**config.mk**
```make
export PLATFORM = sky130hd
export DESIGN_NAME = wtc_ctrl
export DESIGN_NICKNAME = d
export VERILOG_FILES = /design/src/hw/wtc_pkg.sv /design/src/hw/wtc_ctrl.sv
export SDC_FILE = /design/constraint.sdc
export NUM_CORES = 1
export LEC_CHECK = 0
export ABC_AREA = 0
export BUFFER_PORTS_ARGS = -buffer_cell sky130_fd_sc_hd__buf_2
export CAP_MARGIN = 0
export CELL_PAD_IN_SITES_DETAIL_PLACEMENT = 2
export CELL_PAD_IN_SITES_GLOBAL_PLACEMENT = 2
export CORE_UTILIZATION = 30
export DETAILED_ROUTE_END_ITERATION = 10
export GPL_ROUTABILITY_DRIVEN = 0
export HOLD_SLACK_MARGIN = 0.03
export PLACE_DENSITY = 0.7
export SLEW_MARGIN = 0
export SYNTH_ARGS = -nofsm -noshare
export SYNTH_HDL_FRONTEND = slang
export SYNTH_SLANG_ARGS = --single-unit
```
**constraint.sdc**
```tcl
create_clock -name ref_clk -period 1.7 [get_ports ref_clk]
set_clock_uncertainty 0.05 [all_clocks]
set_input_delay 0.17 -clock ref_clk [delete_from_list [all_inputs] [get_ports ref_clk]]
set_output_delay 0.17 -clock ref_clk [all_outputs]
set_load 0.05 [all_outputs]
```
**src/hw/wtc_pkg.sv**
```systemverilog
/*
 waveform timer command and event slice: shared constants and carriers.
 assumes one 100 MHz clock and a plain byte-wide register port.
*/
// What this block does
// - one-ramp override: a takes bit1 dead, bit0 on
// - one-ramp override: b takes bit3 dead, bit2 on
// - command bit 7 disables timer at cycle end
// - enable ready low until timer really stops
// - cycle-end disable ignored during enable crossing
// - command bit 4 fires capture b after crossing
// - command bit 3 fires capture a after crossing
// - commands in bits 4:0 ignored while earlier command still crossing
// - command bit 2 restarts counter after crossing
// - command bit 1 loads buffers after crossing
// - command bit 0 loads buffers at cycle end
// - event bits 7:6 pick sampled, filtered, direct
// - filter changes after four equal samples
// - direct mode drives waveform without sampling
// - event bit 4 picks active edge or level
// - event bit 2 adds capture to fault
// - event a bit 0 enables trigger a
// - event b bit 0 enables trigger b
// - enable bits 3,2 gate trigger b,a interrupts
// - enable bit 0 gates overflow interrupt
// - override applies only with override enable set
// - command ready low until command crosses over
// - overflow flag set at every cycle end
package wtc_pkg;
   localparam logic [7:0] ADDR_ENABLE = 8'h00;
   localparam logic [7:0] ADDR_OVR_EN = 8'h02;
   localparam logic [7:0] ADDR_OVR_VAL = 8'h03;
   localparam logic [7:0] ADDR_CMD = 8'h04;
   localparam logic [7:0] ADDR_EV_A = 8'h08;
   localparam logic [7:0] ADDR_EV_B = 8'h09;
   localparam logic [7:0] ADDR_IRQ_EN = 8'h0C;
   localparam logic [7:0] ADDR_FLAGS = 8'h0D;
   localparam logic [7:0] ADDR_STATUS = 8'h0E;
   localparam logic [7:0] REG_RESET = 8'h00;
   localparam int unsigned B_DIS_EOC = 7;
   localparam int unsigned B_SCAP_B = 4;
   localparam int unsigned B_SCAP_A = 3;
   localparam int unsigned B_RESTART = 2;
   localparam int unsigned B_SYNC = 1;
   localparam int unsigned B_SYNC_EOC = 0;
   localparam int unsigned B_EV_EDGE = 4;
   localparam int unsigned B_EV_ACTION = 2;
   localparam int unsigned B_EV_TRIG = 0;
   localparam int unsigned B_IRQ_TRIG_B = 3;
   localparam int unsigned B_IRQ_TRIG_A = 2;
   localparam int unsigned B_IRQ_OVF = 0;
   localparam logic [7:0] CMD_MASK = 8'h1F;
   localparam logic [7:0] IRQ_MASK = 8'h0D;
   localparam logic [1:0] EV_CFG_NONE = 2'h0;
   localparam logic [1:0] EV_CFG_FILTER = 2'h1;
   localparam logic [1:0] EV_CFG_DIRECT = 2'h2;
   localparam logic [1:0] SYNC_CYC = 2'h2;
   localparam logic [1:0] FILT_LAST = 2'h3;
   typedef enum logic [1:0] {PH_DEAD_A, PH_ON_A, PH_DEAD_B, PH_ON_B} wtc_phase_e;
   typedef struct packed {
      logic [7:0] addr;
      logic [7:0] wdata;
      logic       wr;
      logic       rd;
   } wtc_bus_s;
   typedef struct packed {
      logic a;
      logic b;
   } wtc_wave_s;
endpackage : wtc_pkg

```
**src/hw/wtc_ctrl.sv**
```systemverilog
/*
 waveform timer control slice: register port, command crossing, one-ramp
 waveform with override, event channels and interrupt requests.
 assumes inputs synchronous to ref_clk and a master that keeps strobes
 one cycle long; crossing into the timer domain is modelled as a fixed delay.
*/
`timescale 1ns/10ps
module wtc_event_ch (
   input  wire logic       ref_clk,
   input  wire logic       rst_n,
   input  wire logic       ev_in,
   input  wire logic [7:0] cfg,
   output logic            fault,
   output logic            direct_fault,
   output logic            capture_p,
   output logic            trig_p
);
   logic [1:0] mode;
   logic       samp_q;
   logic       filt_q;
   logic [1:0] fcnt_q;
   logic       lvl;
   logic       act;
   logic       act_prev_q;
   logic       cap_q;
   logic       trig_q;

   assign mode = cfg[7:6];

   always_ff @(posedge ref_clk or negedge rst_n) begin
      if (!rst_n) begin
         samp_q <= 1'b0;
      end else begin
         samp_q <= ev_in;
      end
   end

   // in filter mode a glitch shorter than four samples never reaches capture logic
   always_ff @(posedge ref_clk or negedge rst_n) begin
      if (!rst_n) begin
         filt_q <= 1'b0;
         fcnt_q <= 2'h0;
      end else if (ev_in == filt_q) begin
         fcnt_q <= 2'h0;
      end else if (fcnt_q == wtc_pkg::FILT_LAST) begin
         filt_q <= ev_in;
         fcnt_q <= 2'h0;
      end else begin
         fcnt_q <= fcnt_q + 2'h1;
      end
   end

   always_comb begin
      case (mode)
         wtc_pkg::EV_CFG_FILTER: lvl = filt_q;
         default:                lvl = samp_q;
      endcase
   end

   assign act = cfg[wtc_pkg::B_EV_EDGE] ? lvl : ~lvl;
   // direct path bypasses every flop so it works with the timer clock off
   assign direct_fault = (mode == wtc_pkg::EV_CFG_DIRECT)
                       & (cfg[wtc_pkg::B_EV_EDGE] ? ev_in : ~ev_in);
   assign fault = (mode == wtc_pkg::EV_CFG_DIRECT) ? direct_fault : act;

   always_ff @(posedge ref_clk or negedge rst_n) begin
      if (!rst_n) begin
         act_prev_q <= 1'b0;
         cap_q      <= 1'b0;
         trig_q     <= 1'b0;
      end else begin
         act_prev_q <= act;
         cap_q      <= act & ~act_prev_q & cfg[wtc_pkg::B_EV_ACTION];
         trig_q     <= act & ~act_prev_q & cfg[wtc_pkg::B_EV_TRIG];
      end
   end

   assign capture_p = cap_q;
   assign trig_p    = trig_q;
endmodule : wtc_event_ch

module wtc_ctrl #(
   parameter logic [11:0] PHASE_LEN = 12'h400
) (
   input  wire logic           ref_clk,
   input  wire logic           rst_n,
   input  wtc_pkg::wtc_bus_s   bus,
   output logic [7:0]          rdata,
   input  wire logic           event_a_in,
   input  wire logic           event_b_in,
   output wtc_pkg::wtc_wave_s  waveform,
   output logic                fault_a,
   output logic                fault_b,
   output logic                capture_a,
   output logic                capture_b,
   output logic                buffer_load,
   output logic                timer_running,
   output logic [2:0]          irq_req
);
   localparam logic [11:0] PHASE_LAST = PHASE_LEN - 12'h001;

   logic                 en_reg_q;
   logic [1:0]           en_cnt_q;
   logic                 timer_en_q;
   logic                 dis_pend_q;
   logic                 ovr_en_q;
   logic [7:0]           ovr_val_q;
   logic [7:0]           ev_a_q;
   logic [7:0]           ev_b_q;
   logic [7:0]           irq_en_q;
   logic [7:0]           flags_q;
   logic [7:0]           rdata_q;
   logic [4:0]           cmd_q;
   logic [1:0]           cmd_cnt_q;
   logic                 eoc_pend_q;
   logic                 cap_a_q;
   logic                 cap_b_q;
   logic                 load_q;
   logic [11:0]          ph_cnt_q;
   wtc_pkg::wtc_phase_e  phase_q;
   wtc_pkg::wtc_phase_e  phase_d;
   wtc_pkg::wtc_wave_s   wave_q;
   wtc_pkg::wtc_wave_s   wave_d;
   logic [2:0]           irq_q;
   logic                 wr_cmd;
   logic                 cmd_accept;
   logic                 dis_accept;
   logic                 arrive;
   logic                 cyc_end;
   logic                 cmd_ready;
   logic                 en_ready;
   logic                 restart;
   logic [7:0]           flag_set;
   logic [7:0]           flag_clr;
   logic                 ev_a_fault;
   logic                 ev_b_fault;
   logic                 ev_a_direct;
   logic                 ev_b_direct;
   logic                 ev_a_cap;
   logic                 ev_b_cap;
   logic                 ev_a_trig;
   logic                 ev_b_trig;

   assign wr_cmd     = bus.wr && (bus.addr == wtc_pkg::ADDR_CMD);
   assign cmd_accept = wr_cmd && |(bus.wdata & wtc_pkg::CMD_MASK)
                     && (cmd_cnt_q == 2'h0);
   assign dis_accept = wr_cmd && bus.wdata[wtc_pkg::B_DIS_EOC]
                     && (en_cnt_q == 2'h0) && !dis_pend_q;
   assign arrive     = (cmd_cnt_q == 2'h1);
   assign restart    = arrive && cmd_q[wtc_pkg::B_RESTART];
   assign cyc_end    = timer_en_q && (phase_q == wtc_pkg::PH_ON_B)
                     && (ph_cnt_q == PHASE_LAST);
   assign cmd_ready  = (cmd_cnt_q == 2'h0);
   assign en_ready   = (en_cnt_q == 2'h0) && !dis_pend_q;

   // software enable and its crossing
   always_ff @(posedge ref_clk or negedge rst_n) begin
      if (!rst_n) begin
         en_reg_q   <= 1'b0;
         en_cnt_q   <= 2'h0;
         timer_en_q <= 1'b0;
         dis_pend_q <= 1'b0;
      end else begin
         if (bus.wr && (bus.addr == wtc_pkg::ADDR_ENABLE) && en_ready) begin
            en_reg_q <= bus.wdata[0];
            en_cnt_q <= wtc_pkg::SYNC_CYC;
         end else if (en_cnt_q != 2'h0) begin
            en_cnt_q <= en_cnt_q - 2'h1;
            if (en_cnt_q == 2'h1) begin
               timer_en_q <= en_reg_q;
            end
         end
         if (dis_accept) begin
            dis_pend_q <= 1'b1;
         end else if (dis_pend_q && (cyc_end || !timer_en_q)) begin
            dis_pend_q <= 1'b0;
            timer_en_q <= 1'b0;
            en_reg_q   <= 1'b0;
         end
      end
   end

   // command crossing; strobes are consumed, never stored
   always_ff @(posedge ref_clk or negedge rst_n) begin
      if (!rst_n) begin
         cmd_q     <= 5'h00;
         cmd_cnt_q <= 2'h0;
      end else if (cmd_accept) begin
         cmd_q     <= bus.wdata[4:0];
         cmd_cnt_q <= wtc_pkg::SYNC_CYC;
      end else if (cmd_cnt_q != 2'h0) begin
         cmd_cnt_q <= cmd_cnt_q - 2'h1;
      end
   end

   always_ff @(posedge ref_clk or negedge rst_n) begin
      if (!rst_n) begin
         cap_a_q    <= 1'b0;
         cap_b_q    <= 1'b0;
         load_q     <= 1'b0;
         eoc_pend_q <= 1'b0;
      end else begin
         cap_a_q <= (arrive && cmd_q[wtc_pkg::B_SCAP_A]) || ev_a_cap;
         cap_b_q <= (arrive && cmd_q[wtc_pkg::B_SCAP_B]) || ev_b_cap;
         load_q  <= (arrive && cmd_q[wtc_pkg::B_SYNC])
                 || (eoc_pend_q && cyc_end);
         // a late arrival waits for the following cycle end
         if (arrive && cmd_q[wtc_pkg::B_SYNC_EOC]) begin
            eoc_pend_q <= 1'b1;
         end else if (cyc_end) begin
            eoc_pend_q <= 1'b0;
         end
      end
   end

   // one-ramp counter: four equal phases per cycle
   always_comb begin
      case (phase_q)
         wtc_pkg::PH_DEAD_A: phase_d = wtc_pkg::PH_ON_A;
         wtc_pkg::PH_ON_A:   phase_d = wtc_pkg::PH_DEAD_B;
         wtc_pkg::PH_DEAD_B: phase_d = wtc_pkg::PH_ON_B;
         wtc_pkg::PH_ON_B:   phase_d = wtc_pkg::PH_DEAD_A;
         default:            phase_d = wtc_pkg::PH_DEAD_A;
      endcase
   end

   always_ff @(posedge ref_clk or negedge rst_n) begin
      if (!rst_n) begin
         ph_cnt_q <= 12'h000;
         phase_q  <= wtc_pkg::PH_DEAD_A;
      end else if (restart) begin
         ph_cnt_q <= 12'h000;
         phase_q  <= wtc_pkg::PH_DEAD_A;
      end else if (timer_en_q) begin
         if (ph_cnt_q == PHASE_LAST) begin
            ph_cnt_q <= 12'h000;
            phase_q  <= phase_d;
         end else begin
            ph_cnt_q <= ph_cnt_q + 12'h001;
         end
      end
   end

   always_comb begin
      wave_d.a = timer_en_q && (phase_q == wtc_pkg::PH_ON_A);
      wave_d.b = timer_en_q && (phase_q == wtc_pkg::PH_ON_B);
      if (ovr_en_q && timer_en_q) begin
         case (phase_q)
            wtc_pkg::PH_DEAD_A: wave_d.a = ovr_val_q[1];
            wtc_pkg::PH_ON_A:   wave_d.a = ovr_val_q[0];
            wtc_pkg::PH_DEAD_B: wave_d.b = ovr_val_q[3];
            wtc_pkg::PH_ON_B:   wave_d.b = ovr_val_q[2];
            default:            wave_d = wave_q;
         endcase
      end
   end

   always_ff @(posedge ref_clk or negedge rst_n) begin
      if (!rst_n) begin
         wave_q <= '0;
      end else begin
         wave_q <= wave_d;
      end
   end

   // direct event forces the output low at once, no clock involved
   assign waveform.a = wave_q.a & ~ev_a_direct;
   assign waveform.b = wave_q.b & ~ev_b_direct;

   // configuration registers
   always_ff @(posedge ref_clk or negedge rst_n) begin
      if (!rst_n) begin
         ovr_en_q  <= 1'b0;
         ovr_val_q <= wtc_pkg::REG_RESET;
         ev_a_q    <= wtc_pkg::REG_RESET;
         ev_b_q    <= wtc_pkg::REG_RESET;
         irq_en_q  <= wtc_pkg::REG_RESET;
      end else if (bus.wr) begin
         case (bus.addr)
            wtc_pkg::ADDR_OVR_EN:  ovr_en_q  <= bus.wdata[0];
            wtc_pkg::ADDR_OVR_VAL: ovr_val_q <= bus.wdata;
            wtc_pkg::ADDR_EV_A:    ev_a_q    <= bus.wdata;
            wtc_pkg::ADDR_EV_B:    ev_b_q    <= bus.wdata;
            wtc_pkg::ADDR_IRQ_EN:  irq_en_q  <= bus.wdata & wtc_pkg::IRQ_MASK;
            default:               ovr_en_q  <= ovr_en_q;
         endcase
      end
   end

   wtc_event_ch u_ev_a (
      .ref_clk      (ref_clk),
      .rst_n        (rst_n),
      .ev_in        (event_a_in),
      .cfg          (ev_a_q),
      .fault        (ev_a_fault),
      .direct_fault (ev_a_direct),
      .capture_p    (ev_a_cap),
      .trig_p       (ev_a_trig)
   );

   wtc_event_ch u_ev_b (
      .ref_clk      (ref_clk),
      .rst_n        (rst_n),
      .ev_in        (event_b_in),
      .cfg          (ev_b_q),
      .fault        (ev_b_fault),
      .direct_fault (ev_b_direct),
      .capture_p    (ev_b_cap),
      .trig_p       (ev_b_trig)
   );

   // flags: a set in the clearing cycle survives
   always_comb begin
      flag_set = 8'h00;
      flag_set[wtc_pkg::B_IRQ_OVF]    = cyc_end;
      flag_set[wtc_pkg::B_IRQ_TRIG_A] = ev_a_trig || cap_a_q;
      flag_set[wtc_pkg::B_IRQ_TRIG_B] = ev_b_trig || cap_b_q;
      flag_clr = 8'h00;
      if (bus.wr && (bus.addr == wtc_pkg::ADDR_FLAGS)) begin
         flag_clr = bus.wdata & wtc_pkg::IRQ_MASK;
      end
   end

   always_ff @(posedge ref_clk or negedge rst_n) begin
      if (!rst_n) begin
         flags_q <= wtc_pkg::REG_RESET;
         irq_q   <= 3'h0;
      end else begin
         flags_q <= (flags_q & ~flag_clr) | flag_set;
         irq_q   <= {flags_q[wtc_pkg::B_IRQ_TRIG_B] & irq_en_q[wtc_pkg::B_IRQ_TRIG_B],
                     flags_q[wtc_pkg::B_IRQ_TRIG_A] & irq_en_q[wtc_pkg::B_IRQ_TRIG_A],
                     flags_q[wtc_pkg::B_IRQ_OVF] & irq_en_q[wtc_pkg::B_IRQ_OVF]};
      end
   end

   // read port, data one cycle after the strobe
   always_ff @(posedge ref_clk or negedge rst_n) begin
      if (!rst_n) begin
         rdata_q <= 8'h00;
      end else if (bus.rd) begin
         case (bus.addr)
            wtc_pkg::ADDR_ENABLE:  rdata_q <= {7'h00, en_reg_q};
            wtc_pkg::ADDR_OVR_EN:  rdata_q <= {7'h00, ovr_en_q};
            wtc_pkg::ADDR_OVR_VAL: rdata_q <= ovr_val_q;
            wtc_pkg::ADDR_CMD:     rdata_q <= 8'h00;
            wtc_pkg::ADDR_EV_A:    rdata_q <= ev_a_q;
            wtc_pkg::ADDR_EV_B:    rdata_q <= ev_b_q;
            wtc_pkg::ADDR_IRQ_EN:  rdata_q <= irq_en_q;
            wtc_pkg::ADDR_FLAGS:   rdata_q <= flags_q;
            wtc_pkg::ADDR_STATUS:  rdata_q <= {6'h00, cmd_ready, en_ready};
            default:               rdata_q <= 8'h00;
         endcase
      end else begin
         rdata_q <= 8'h00;
      end
   end

   assign rdata         = rdata_q;
   assign fault_a       = ev_a_fault;
   assign fault_b       = ev_b_fault;
   assign capture_a     = cap_a_q;
   assign capture_b     = cap_b_q;
   assign buffer_load   = load_q;
   assign timer_running = timer_en_q;
   assign irq_req       = irq_q;
endmodule : wtc_ctrl

```
==> results.md, run 1 <==
- Global-route wire length before repair: between 20000 and 25000 um
- Number of buffers on the longest clock path: 2
- Outcome: finished with violations
- Largest net degree at the start of global routing: 52
- Htree depth: 3
- TNS Setup: -0.249 ns
- I/O pins: 41
- Setup crit end kind: output port
- Wire per inst: ~21 um
- Violations in the final reports: negative setup slack
- Worst-case setup slack after placement: -0.212 ns
- Worst-path maximum fanout: 2
- Largest stage delay on the critical path: 0.39 ns
- Unique masters post-synth: 55
- Total congestion overflow after global routing: 0
- Detailed-routing iteration count for the pre-antenna-repair pass: 4
- Power per standard cell area: around 1100 nW/um^2
- Standard cell area after detailed placement: approximately 5000 sq um
- Number of storage elements in the synthesis netlist: 88
- TritonCTS Buffers: 9
- Clock sink total: 88
- Count of warnings emitted by yosys: 0
- Worst min-delay path class: in -> reg
- Drt via density: 5.09
- Vias post-DR: 3224
- Width of the die: about 120 um
- Wire length after detailed routing: roughly 13000 um
- R2r worst-path depth: 5
- FMAX: around 550 MHz
- HPWL after detailed placement: roughly 9000 um
- WP data required: around 1.5 ns
- Final worst-path cycle share: 1.08
- Sequential area share after synthesis: 0.528
- Top_reg_cell synth: dfrtp_1
- Layout cells sized above 1: 0.389
- Worst-case hold slack: about 0.10 ns
- Final routed DRC violation total: 0
- Remaining antenna violation count after routing: 0
- Clock Root Buffer: clkbuf_16
- Shortest clock period the worst path allows after layout: 1.83 ns
- Max-cap viol count: 0
- IR drop worst, VDD: approximately 0.57 mV
- Number of hold-slack violations in the final timing report: 0
- Cell area after synthesis: 4170 sq um
- Reported leakage power: about 2.6 nW
- Worst hold path stage count: 3
- Gr usage total: 0.195
- Worst-Margin Slew: 0.389 ns
- Instance count on the critical path: 5
- Synthesis-to-finish area growth: 33.5%
- CP Buf/Inv Count: 1
- Number of nets in the final layout: about 490
- Fin. max-slew vios: 0
- Kind of critical path: reg -> out
- Full die area: around 14000 sq um
- Die Height: 120 um
- Worst reg2reg setup slack: ~0.090 ns
- Cells along the critical path: nand2b_4 > mux2i_4 > xnor2_2 > mux2i_2 > buf_6
- Post-synthesis async set-or-reset flop share: 1.00
- Number of global-route vias before repair: approximately 3700
- Gate family responsible for the most delay along the worst path: flip-flops
- Drt initial violations: 147
- Finished Cell Area: approximately 5600 sq um
- CTS tree: built
- Count of flip-flops with a built-in enable after synthesis: 0
- Data arrival time at the worst-slack endpoint: 1.61 ns
- Post-Syn Nets: 384
- Port Buf Inserts: 40
- Area of the placeable core: between 10000 and 15000 sq um
- Insertion delay to the later sink of the worst-skew pair: roughly 0.35 ns
- Placement Rows: 42
- Unrepaired setup endpoints after global routing: yes
- Per-instance average area after synthesis: approximately 12 sq um
- Synthesized instance count: 350
- Slew headroom: 0.741
- Slowest stage cell on the critical path: dfrtp_1
- Sort of element at the start of the critical path: flip-flop
- Final setup violation count: 2
- Effective utilization at floorplan: 0.311
- Share of the core filled with cells in the final layout: 0.416
- Clk pin slew, worst setup/hold paths: approximately 0.07 ns
- Final worst slack: -0.129 ns
- Total inserted antenna cells: 0
- Antenna violations before repair: 0
==> layout by cell type, fill, tap and decap left out, types with 3 or more instances in the layout <==
master,instances
a21oi_1,9
a22o_1,10
a22oi_1,6
a31oi_1,3
and2_1,5
and4_1,3
buf_12,3
buf_2,34
buf_4,56
buf_6,5
clkbuf_16,9
dfrtp_1,86
dlygate4sd3_1,5
ha_1,9
inv_1,14
mux2_1,5
mux2_2,18
mux2_4,14
mux2i_1,6
nand2_1,17
nand2b_1,3
nand2b_4,4
nand3_1,9
nand4_1,10
nand4b_1,3
nor2_1,14
nor2b_1,4
nor3_1,6
nor3b_1,6
o21ai_0,10
or4_1,3
xnor2_1,6
xor2_1,4
==> registers in the layout (all words and copies together), names as in the netlist, 3 cells and up <==
register,count
ph_cnt_q,12
ev_a_q,8
ev_b_q,8
ovr_val_q,8
rdata,8
cmd_q,5
flags_q,3
irq_en_q,3
irq_req,3
==> logic make-up (layout without fill, tap and decap cells) <==
group,Yosys count,count (layout),share of synthesized area
adder cells (fa/ha/maj),12,12,0.0360
AO/OA/AOI/OAI,58,58,0.0960
XOR/XNOR,13,13,0.0273
AND/OR/NAND/NOR,106,106,0.157
flip-flops,88,88,0.528
buffers and inverters,27,134,0.0276
multiplexers,46,46,0.129
==> Yosys cell counts (4+ instances only) <==
cell | count | area share
dfrtp_1 | 88 | 0.53
mux2_2 | 18 | 0.049
nand2_1 | 17 | 0.015
inv_1 | 15 | 0.013
nor2_1 | 14 | 0.013
ha_1 | 12 | 0.036
a21oi_1 | 11 | 0.013
mux2_1 | 11 | 0.030
a22o_1 | 10 | 0.021
nand4_1 | 10 | 0.015
o21ai_0 | 10 | 0.012
mux2i_1 | 9 | 0.022
nand3_1 | 9 | 0.011
clkbuf_1 | 8 | 0.0072
mux2_4 | 8 | 0.029
nand2b_1 | 7 | 0.010
xnor2_1 | 7 | 0.015
a22oi_1 | 6 | 0.011
nor3_1 | 6 | 0.0072
nor3b_1 | 6 | 0.011
xor2_1 | 6 | 0.013
and2_1 | 5 | 0.0075
and4_1 | 4 | 0.0084
nor2b_1 | 4 | 0.0060
or4_1 | 4 | 0.0072
==> area by class of cell <==
| type | instances | area, sq um |
|---|---|---|
| Tap cell | 176 | 220 |
| Clock buffer | 9 | 225 |
| Multi-Input combinational cell | 235 | 2010 |
| Sequential cell | 88 | 2200 |
| Timing Repair Buffer | 104 | 764 |
| Inverter | 15 | 56.3 |
| Fill cell | 1379 | 7830 |
| Clock inverter | 6 | 85.1 |
==> power by group <==
group	leakage [nW]	switching [W]	internal [W]
combinational	1.29	0.000743	0.000708
sequential	1.17	0.000292	0.00238
clock	0.147	0.000861	0.00127
==> per-layer routing <==
| metal | track usage | vias up | wire, um |
|---|---|---|---|
| li1 | - | 1467 | - |
| met1 | 0.240 | 1691 | 5780 |
| met2 | 0.336 | 53 | 6890 |
| met3 | 0.0461 | 13 | 394 |
| met4 | 0.0586 | 0 | 145 |
| met5 | 0 | - | 0 |
==> path summary, 6_finish.rpt <==
kind / startpoint / endpoint
worst max-delay path: ev_a_q[7] / fault_a
worst min-delay path: bus[9] / dis_pend_q
worst max register to register: ph_cnt_q[1] / ph_cnt_q[10]
worst min register to register: u_ev_a.capture_p / capture_a
max in group asynchronous: rst_n / ev_b_q[4]
min in group asynchronous: rst_n / u_ev_a.fcnt_q[0]
==> tightest hold or removal path: cells and delay by family <==
kind,cells,cell delay [ns]
buf+inv,1,0.14
simple gates,1,0.08
compound gates,1,0.07
==> per-stage QoR <==
| step | cells | power, W |
|---|---|---|
| 3_5_place_dp | 602 | 0.00397 |
| 2_1_floorplan | 350 | 0.00338 |
| 4_1_cts | 627 | 0.00618 |
| 3_3_place_gp | 602 | 0.00383 |
| 6_report | 633 | 0.00626 |
| 5_1_grt | 633 | 0.00658 |
==> repair_timing <==
item / in CTS / in global routing
setup buffers: 5 / 7
endpoints found under the setup margin: 6 / 8
hold buffers: 5 / 0
pin swaps: 4 / 6
endpoints found under the hold margin: 27 / 0
resized for setup: 17 / 16
Power figures use the tool's default switching activity.
==> run 2, diff against run 1 <==
- BUFFER_PORTS_ARGS: -buffer_cell sky130_fd_sc_hd__buf_2 -> -buffer_cell sky130_fd_sc_hd__clkbuf_2
==> run 2 against run 1 <==
Net effect: the run still ends with negative setup slack left; sequential power about the same; clock power fell by 2%; sequential cell count did not move; register-to-register slack is essentially flat; utilization down 0.19 points; combinational power is essentially flat; first-iteration DRC count fell by 6.1%; power decreased by 0.77%; routed wire length shrank 4.6%; critical path depth stayed put; non-clock buffer count is 4 lower; final area is 0.45% lower; highest routed layer unchanged.
==> results.md, run 2 (same netlist as run 1, synthesis figures left out) <==
- Port Buf Inserts: 40
- Final setup violation count: 2
- Biggest register: ph_cnt_q
- Wire per inst: roughly 20 um
- Outcome: finished with violations
- Number of nets in the final layout: roughly 480
- Effective utilization at floorplan: 0.311
- Clk pin slew, worst setup/hold paths: approximately 0.07 ns
- HPWL after detailed placement: 8910 um
- Die Height: about 120 um
- Unrepaired setup endpoints after global routing: yes
- Worst min-delay path class: in -> reg
- Drt via density: 5.07
- Drt initial violations: between 100 and 150
- Total congestion overflow after global routing: 0
- WP data required: 1.48 ns
- Number of global-route vias before repair: ~3600
- Htree depth: 3
- CTS tree: built
- Largest net degree at the start of global routing: 34
- Setup crit end kind: output port
- Max-cap viol count: 0
- Width of the die: 120 um
- Antenna violations before repair: 0
- Data arrival time at the worst-slack endpoint: between 1.5 and 2 ns
- Worst-Margin Slew: 0.461 ns
- Wire length after detailed routing: 12600 um
- Fin. max-slew vios: 0
- Largest stage delay on the critical path: ~0.40 ns
- Clock sink total: a little under 90
- Remaining antenna violation count after routing: 0
- Detailed-routing iteration count for the pre-antenna-repair pass: 4
- Worst-path maximum fanout: 2
- Final worst slack: -0.172 ns
- Number of buffers on the longest clock path: 2
- Area of the placeable core: approximately 13000 sq um
- Insertion delay to the later sink of the worst-skew pair: 0.35 ns
- Cells along the critical path: nand2b_4 > mux2i_1 > xnor2_1 > mux2i_2 > clkbuf_8
- Power per standard cell area: about 1100 nW/um^2
- Clock Root Buffer: clkbuf_16
- Most frequent cells in the layout: dfrtp_1, buf_4, clkbuf_2, mux2_2, nand2_1
- Reported leakage power: 2.58 nW
- Gr usage total: 0.189
- TNS Setup: -0.329 ns
- Shortest clock period the worst path allows after layout: 1.87 ns
- Kind of critical path: reg -> out
- I/O pins: 41
- Fillers: ~1400
- Synthesis-to-finish area growth: 32.9%
- Slowest stage cell on the critical path: dfrtp_1
- TritonCTS Buffers: 9
- Slew headroom: 0.693
- Final routed DRC violation total: 0
- CP Buf/Inv Count: 1
- IR drop worst, VDD: roughly 0.48 mV
- Placement Rows: 42
- Global-route wire length before repair: 20400 um
- Gate family responsible for the most delay along the worst path: flip-flops
- Finished Cell Area: about 5500 sq um
- Number of flip-flops in the largest register: 12
- Total inserted antenna cells: 0
- Number of hold-slack violations in the final timing report: 0
- Sort of element at the start of the critical path: flip-flop
- Final worst-path cycle share: 1.10
- Layout cells sized above 1: 0.392
- Full die area: between 10000 and 15000 sq um
- FMAX: between 500 and 600 MHz
- Violations in the final reports: negative setup slack
- Standard cell area after detailed placement: approximately 5000 sq um
- Commonest non-fill, non-tap cell in the layout: dfrtp_1
- Vias post-DR: 3191
-- run 2: cell types whose count changed in the layout (fill, tap and decap cells not counted), sizes merged --
cell         before  now
clkbuf           10   47
clkinv            2    1
dlygate4sd3       5    4
buf              98   58
bufinv            2    1
inv              15   18
-- run 2: where the power goes --
group,switching (W),internal (W),total (W)
combinational,0.000764,0.000705,0.00147
sequential,0.000278,0.00238,0.00265
clock,0.000918,0.00117,0.00209
total,0.00196,0.00425,0.00621
-- run 2: per-layer routing --
layer | track usage | part of all wire
met3 | 0.0433 | 0.032
met4 | 0.0539 | 0.013
met2 | 0.328 | 0.52
met1 | 0.232 | 0.43
met5 | 0 | 0
-- run 2: what timing repair did --
item / in CTS / in global routing
endpoints found under the hold margin: 30 / 0
endpoints found under the setup margin: 6 / 14
hold buffers: 4 / 0
setup buffers: 4 / 4
pin swaps: 4 / 4
resized for setup: 15 / 18
-- run 2: area by class of cell --
cell class	count	area, sq um	share of cell area
sequential	88	2210	0.398
multi-input combinational	235	2000	0.361
timing repair buffer	100	746	0.135
clock buffer	9	225	0.0406
tap	176	220	0.0397
clock inverter	7	87.6	0.0158
inverter	15	56.3	0.0102
-- run 2: through the flow --
stage	worst slack (ns)	power, W	std cells	hold WS [ns]	util
floorplan	-0.0604	0.00338	350	-0.176	-
global placement	-0.158	0.00383	602	0.0981	0.372
detailed placement	-0.207	0.00398	602	0.106	0.372
CTS	-0.175	0.00615	626	0.0318	0.406
global route	-0.235	0.00656	630	0.0362	0.414
finish	-0.172	0.00621	630	0.0428	0.414
-- run 2: worst paths after layout --
kind,start,end,slack (ns),depth (start not counted)
worst min-delay path,bus[7],ev_a_q[5],0.04,2
min in group asynchronous,rst_n,wave_q[1],0.26,2
worst max-delay path,ev_b_q[7],fault_b,-0.17,5
max in group asynchronous,rst_n,timer_running,0.79,3
worst max register to register,cmd_cnt_q[0],cmd_q[2],0.08,6
worst min register to register,u_ev_b.act_prev_q,u_ev_b.capture_p,0.38,1
==> run 3, diff against run 2 <==
- RECOVER_POWER: not set -> 50
==> run 3 against run 2 <==
Net effect: the run still ends with negative setup slack left; global-route usage did not move; register-to-register slack barely moved; count of clock-buffer cells in the layout did not move; utilization fell by 0.22 points; critical path type unchanged; critical endpoint unchanged; largest power group unchanged; highest routed layer unchanged.
==> results.md, run 3 (same netlist as run 1, synthesis figures left out) <==
- Outcome: finished with violations
- Violations in the final reports: negative setup slack
- Number of flip-flops in the largest register: 12
- Largest stage delay on the critical path: 0.40 ns
- Gr usage total: 0.189
- Fin. max-slew vios: 0
- Worst min-delay path class: in -> reg
- Final setup violation count: 3
- Final cell count without fillers: 630
- Wire per inst: 20.0 um
- IR drop worst, VDD: 0.475 mV
- Shortest clock period the worst path allows after layout: between 1.5 and 2 ns
- Placement Rows: between 40 and 50
- Clk pin slew, worst setup/hold paths: roughly 0.07 ns
- Remaining antenna violation count after routing: 0
- Number of cells in the design after placement: roughly 600
- Clock power frac: 0.336
- Slew headroom: 0.457
- Share of the core filled with cells in the final layout: 0.411
- Post-layout power: slightly above 0.006 W
- Htree depth: 3
- Internal: around 0.0042 W
- Total inserted antenna cells: 0
- Drt initial violations: 136
- Detailed-routing iteration count for the pre-antenna-repair pass: 4
- Area of the placeable core: about 13000 sq um
- Max-cap viol count: 0
- Most frequent cells in the layout: dfrtp_1, buf_4, clkbuf_2, mux2_2, nand2_1
- Final worst-path cycle share: 1.10
- Biggest register: ph_cnt_q
- I/O pins: 41
- WP data required: ~1.5 ns
- Part of the power in registers: 0.428
- Sort of element at the start of the critical path: flip-flop
- Port Buf Inserts: 40
- Number of buffers on the longest clock path: 2
- Unrepaired setup endpoints after global routing: yes
- Kind of critical path: reg -> out
- Worst-path maximum fanout: 2
- Setup crit end kind: output port
- Width of the die: 120 um
- Clock sink total: 88
- Antenna violations before repair: 0
- Total congestion overflow after global routing: 0
- Commonest non-fill, non-tap cell in the layout: dfrtp_1
- Worst-case hold slack: 0.0426 ns
- Die Height: roughly 120 um
- Data arrival time at the worst-slack endpoint: around 1.6 ns
- Largest net degree at the start of global routing: 34
- FMAX: about 540 MHz
- Final routed DRC violation total: 0
- TritonCTS Buffers: 9
- Full die area: ~14000 sq um
- Final worst slack: -0.162 ns
- HPWL after detailed placement: between 8000 and 9000 um
- Cells along the critical path: nand2b_4 > mux2i_1 > xnor2_1 > mux2i_2 > clkbuf_8
- Wire length after detailed routing: roughly 13000 um
- Insertion delay to the later sink of the worst-skew pair: 0.35 ns
- Power per standard cell area: roughly 1100 nW/um^2
- Layout cells sized above 1: 0.388
- Number of global-route vias before repair: ~3600
- Worst-Margin Slew: around 0.81 ns
- Vias post-DR: around 3200
- CTS tree: built
- Slowest stage cell on the critical path: dfrtp_1
- Reported leakage power: between 2 and 3 nW
- Number of hold-slack violations in the final timing report: 0
- Fraction of power consumed by combinational cells: 0.235
- Number of nets in the final layout: 483
- Global-route wire length before repair: ~20000 um
- Clock Root Buffer: clkbuf_16
- Net Sw Power: slightly below 0.002 W
- Effective utilization at floorplan: 0.311
- TNS Setup: -0.398 ns
- Synthesis-to-finish area growth: 32.1%
- Switching share of power: 0.316
- Drt via density: 5.07
## run 3: critical path, delay by kind of cell, from the launching register on
family	cells	cell delay (ns)
buf+inv	1	0.21
simple gates	1	0.16
xor+xnor	1	0.13
flops	1	0.40
mux	2	0.39
## run 3: final cells by class
| type | count | area [sq um] |
|---|---|---|
| Clock buffer | 9 | 225 |
| Clock inverter | 7 | 87.6 |
| Fill cell | 1372 | 7890 |
| Inverter | 15 | 56.3 |
| Multi-Input combinational cell | 235 | 2000 |
| Sequential cell | 88 | 2210 |
| Tap cell | 176 | 220 |
| Timing Repair Buffer | 100 | 716 |
## run 3: power by group through the flow
| stage | sequential [W] | combinational, W | clock [W] |
|---|---|---|---|
| finish | 0.00266 | 0.00146 | 0.00209 |
| global route | 0.00269 | 0.00164 | 0.00222 |
| CTS | 0.00264 | 0.00136 | 0.00214 |
| detailed placement | 0.00268 | 0.00130 | 0 |
| global placement | 0.00264 | 0.00119 | 0 |
| floorplan | 0.00264 | 0.000738 | 0 |
## run 3: layer usage
layer,up-vias,wire length (um),GRT usage
li1,1468,-,-
met3,13,427,0.0433
met2,45,6580,0.328
met4,0,167,0.0539
met5,-,0,0
met1,1669,5430,0.232
## run 3: per-stage QoR
| step | worst slack, ns | instance area, sq um |
|---|---|---|
| detailed placement | -0.207 | 4990 |
| floorplan | -0.0604 | 4220 |
| global route | -0.235 | 5510 |
| finish | -0.162 | 5510 |
| global placement | -0.158 | 4990 |
| CTS | -0.175 | 5440 |
## run 3: timing repair
| item | in CTS | in global routing |
|---|---|---|
| pin swaps | 4 | 4 |
| setup buffers | 4 | 4 |
| hold buffers | 4 | 0 |
| endpoints found under the hold margin | 30 | 0 |
| gates resized for setup | 15 | 18 |
| endpoints found under the setup margin | 6 | 14 |
## run 3: worst paths after layout
kind,from,end,slack [ns],cells after the start
min in group asynchronous,rst_n,wave_q[1],0.39,2
min,bus[7],ev_a_q[5],0.04,2
max reg2reg,ph_cnt_q[4],ph_cnt_q[11],0.08,4
max in group asynchronous,rst_n,timer_running,0.14,3
min reg2reg,u_ev_b.act_prev_q,u_ev_b.capture_p,0.38,1
max,ev_b_q[7],fault_b,-0.16,5
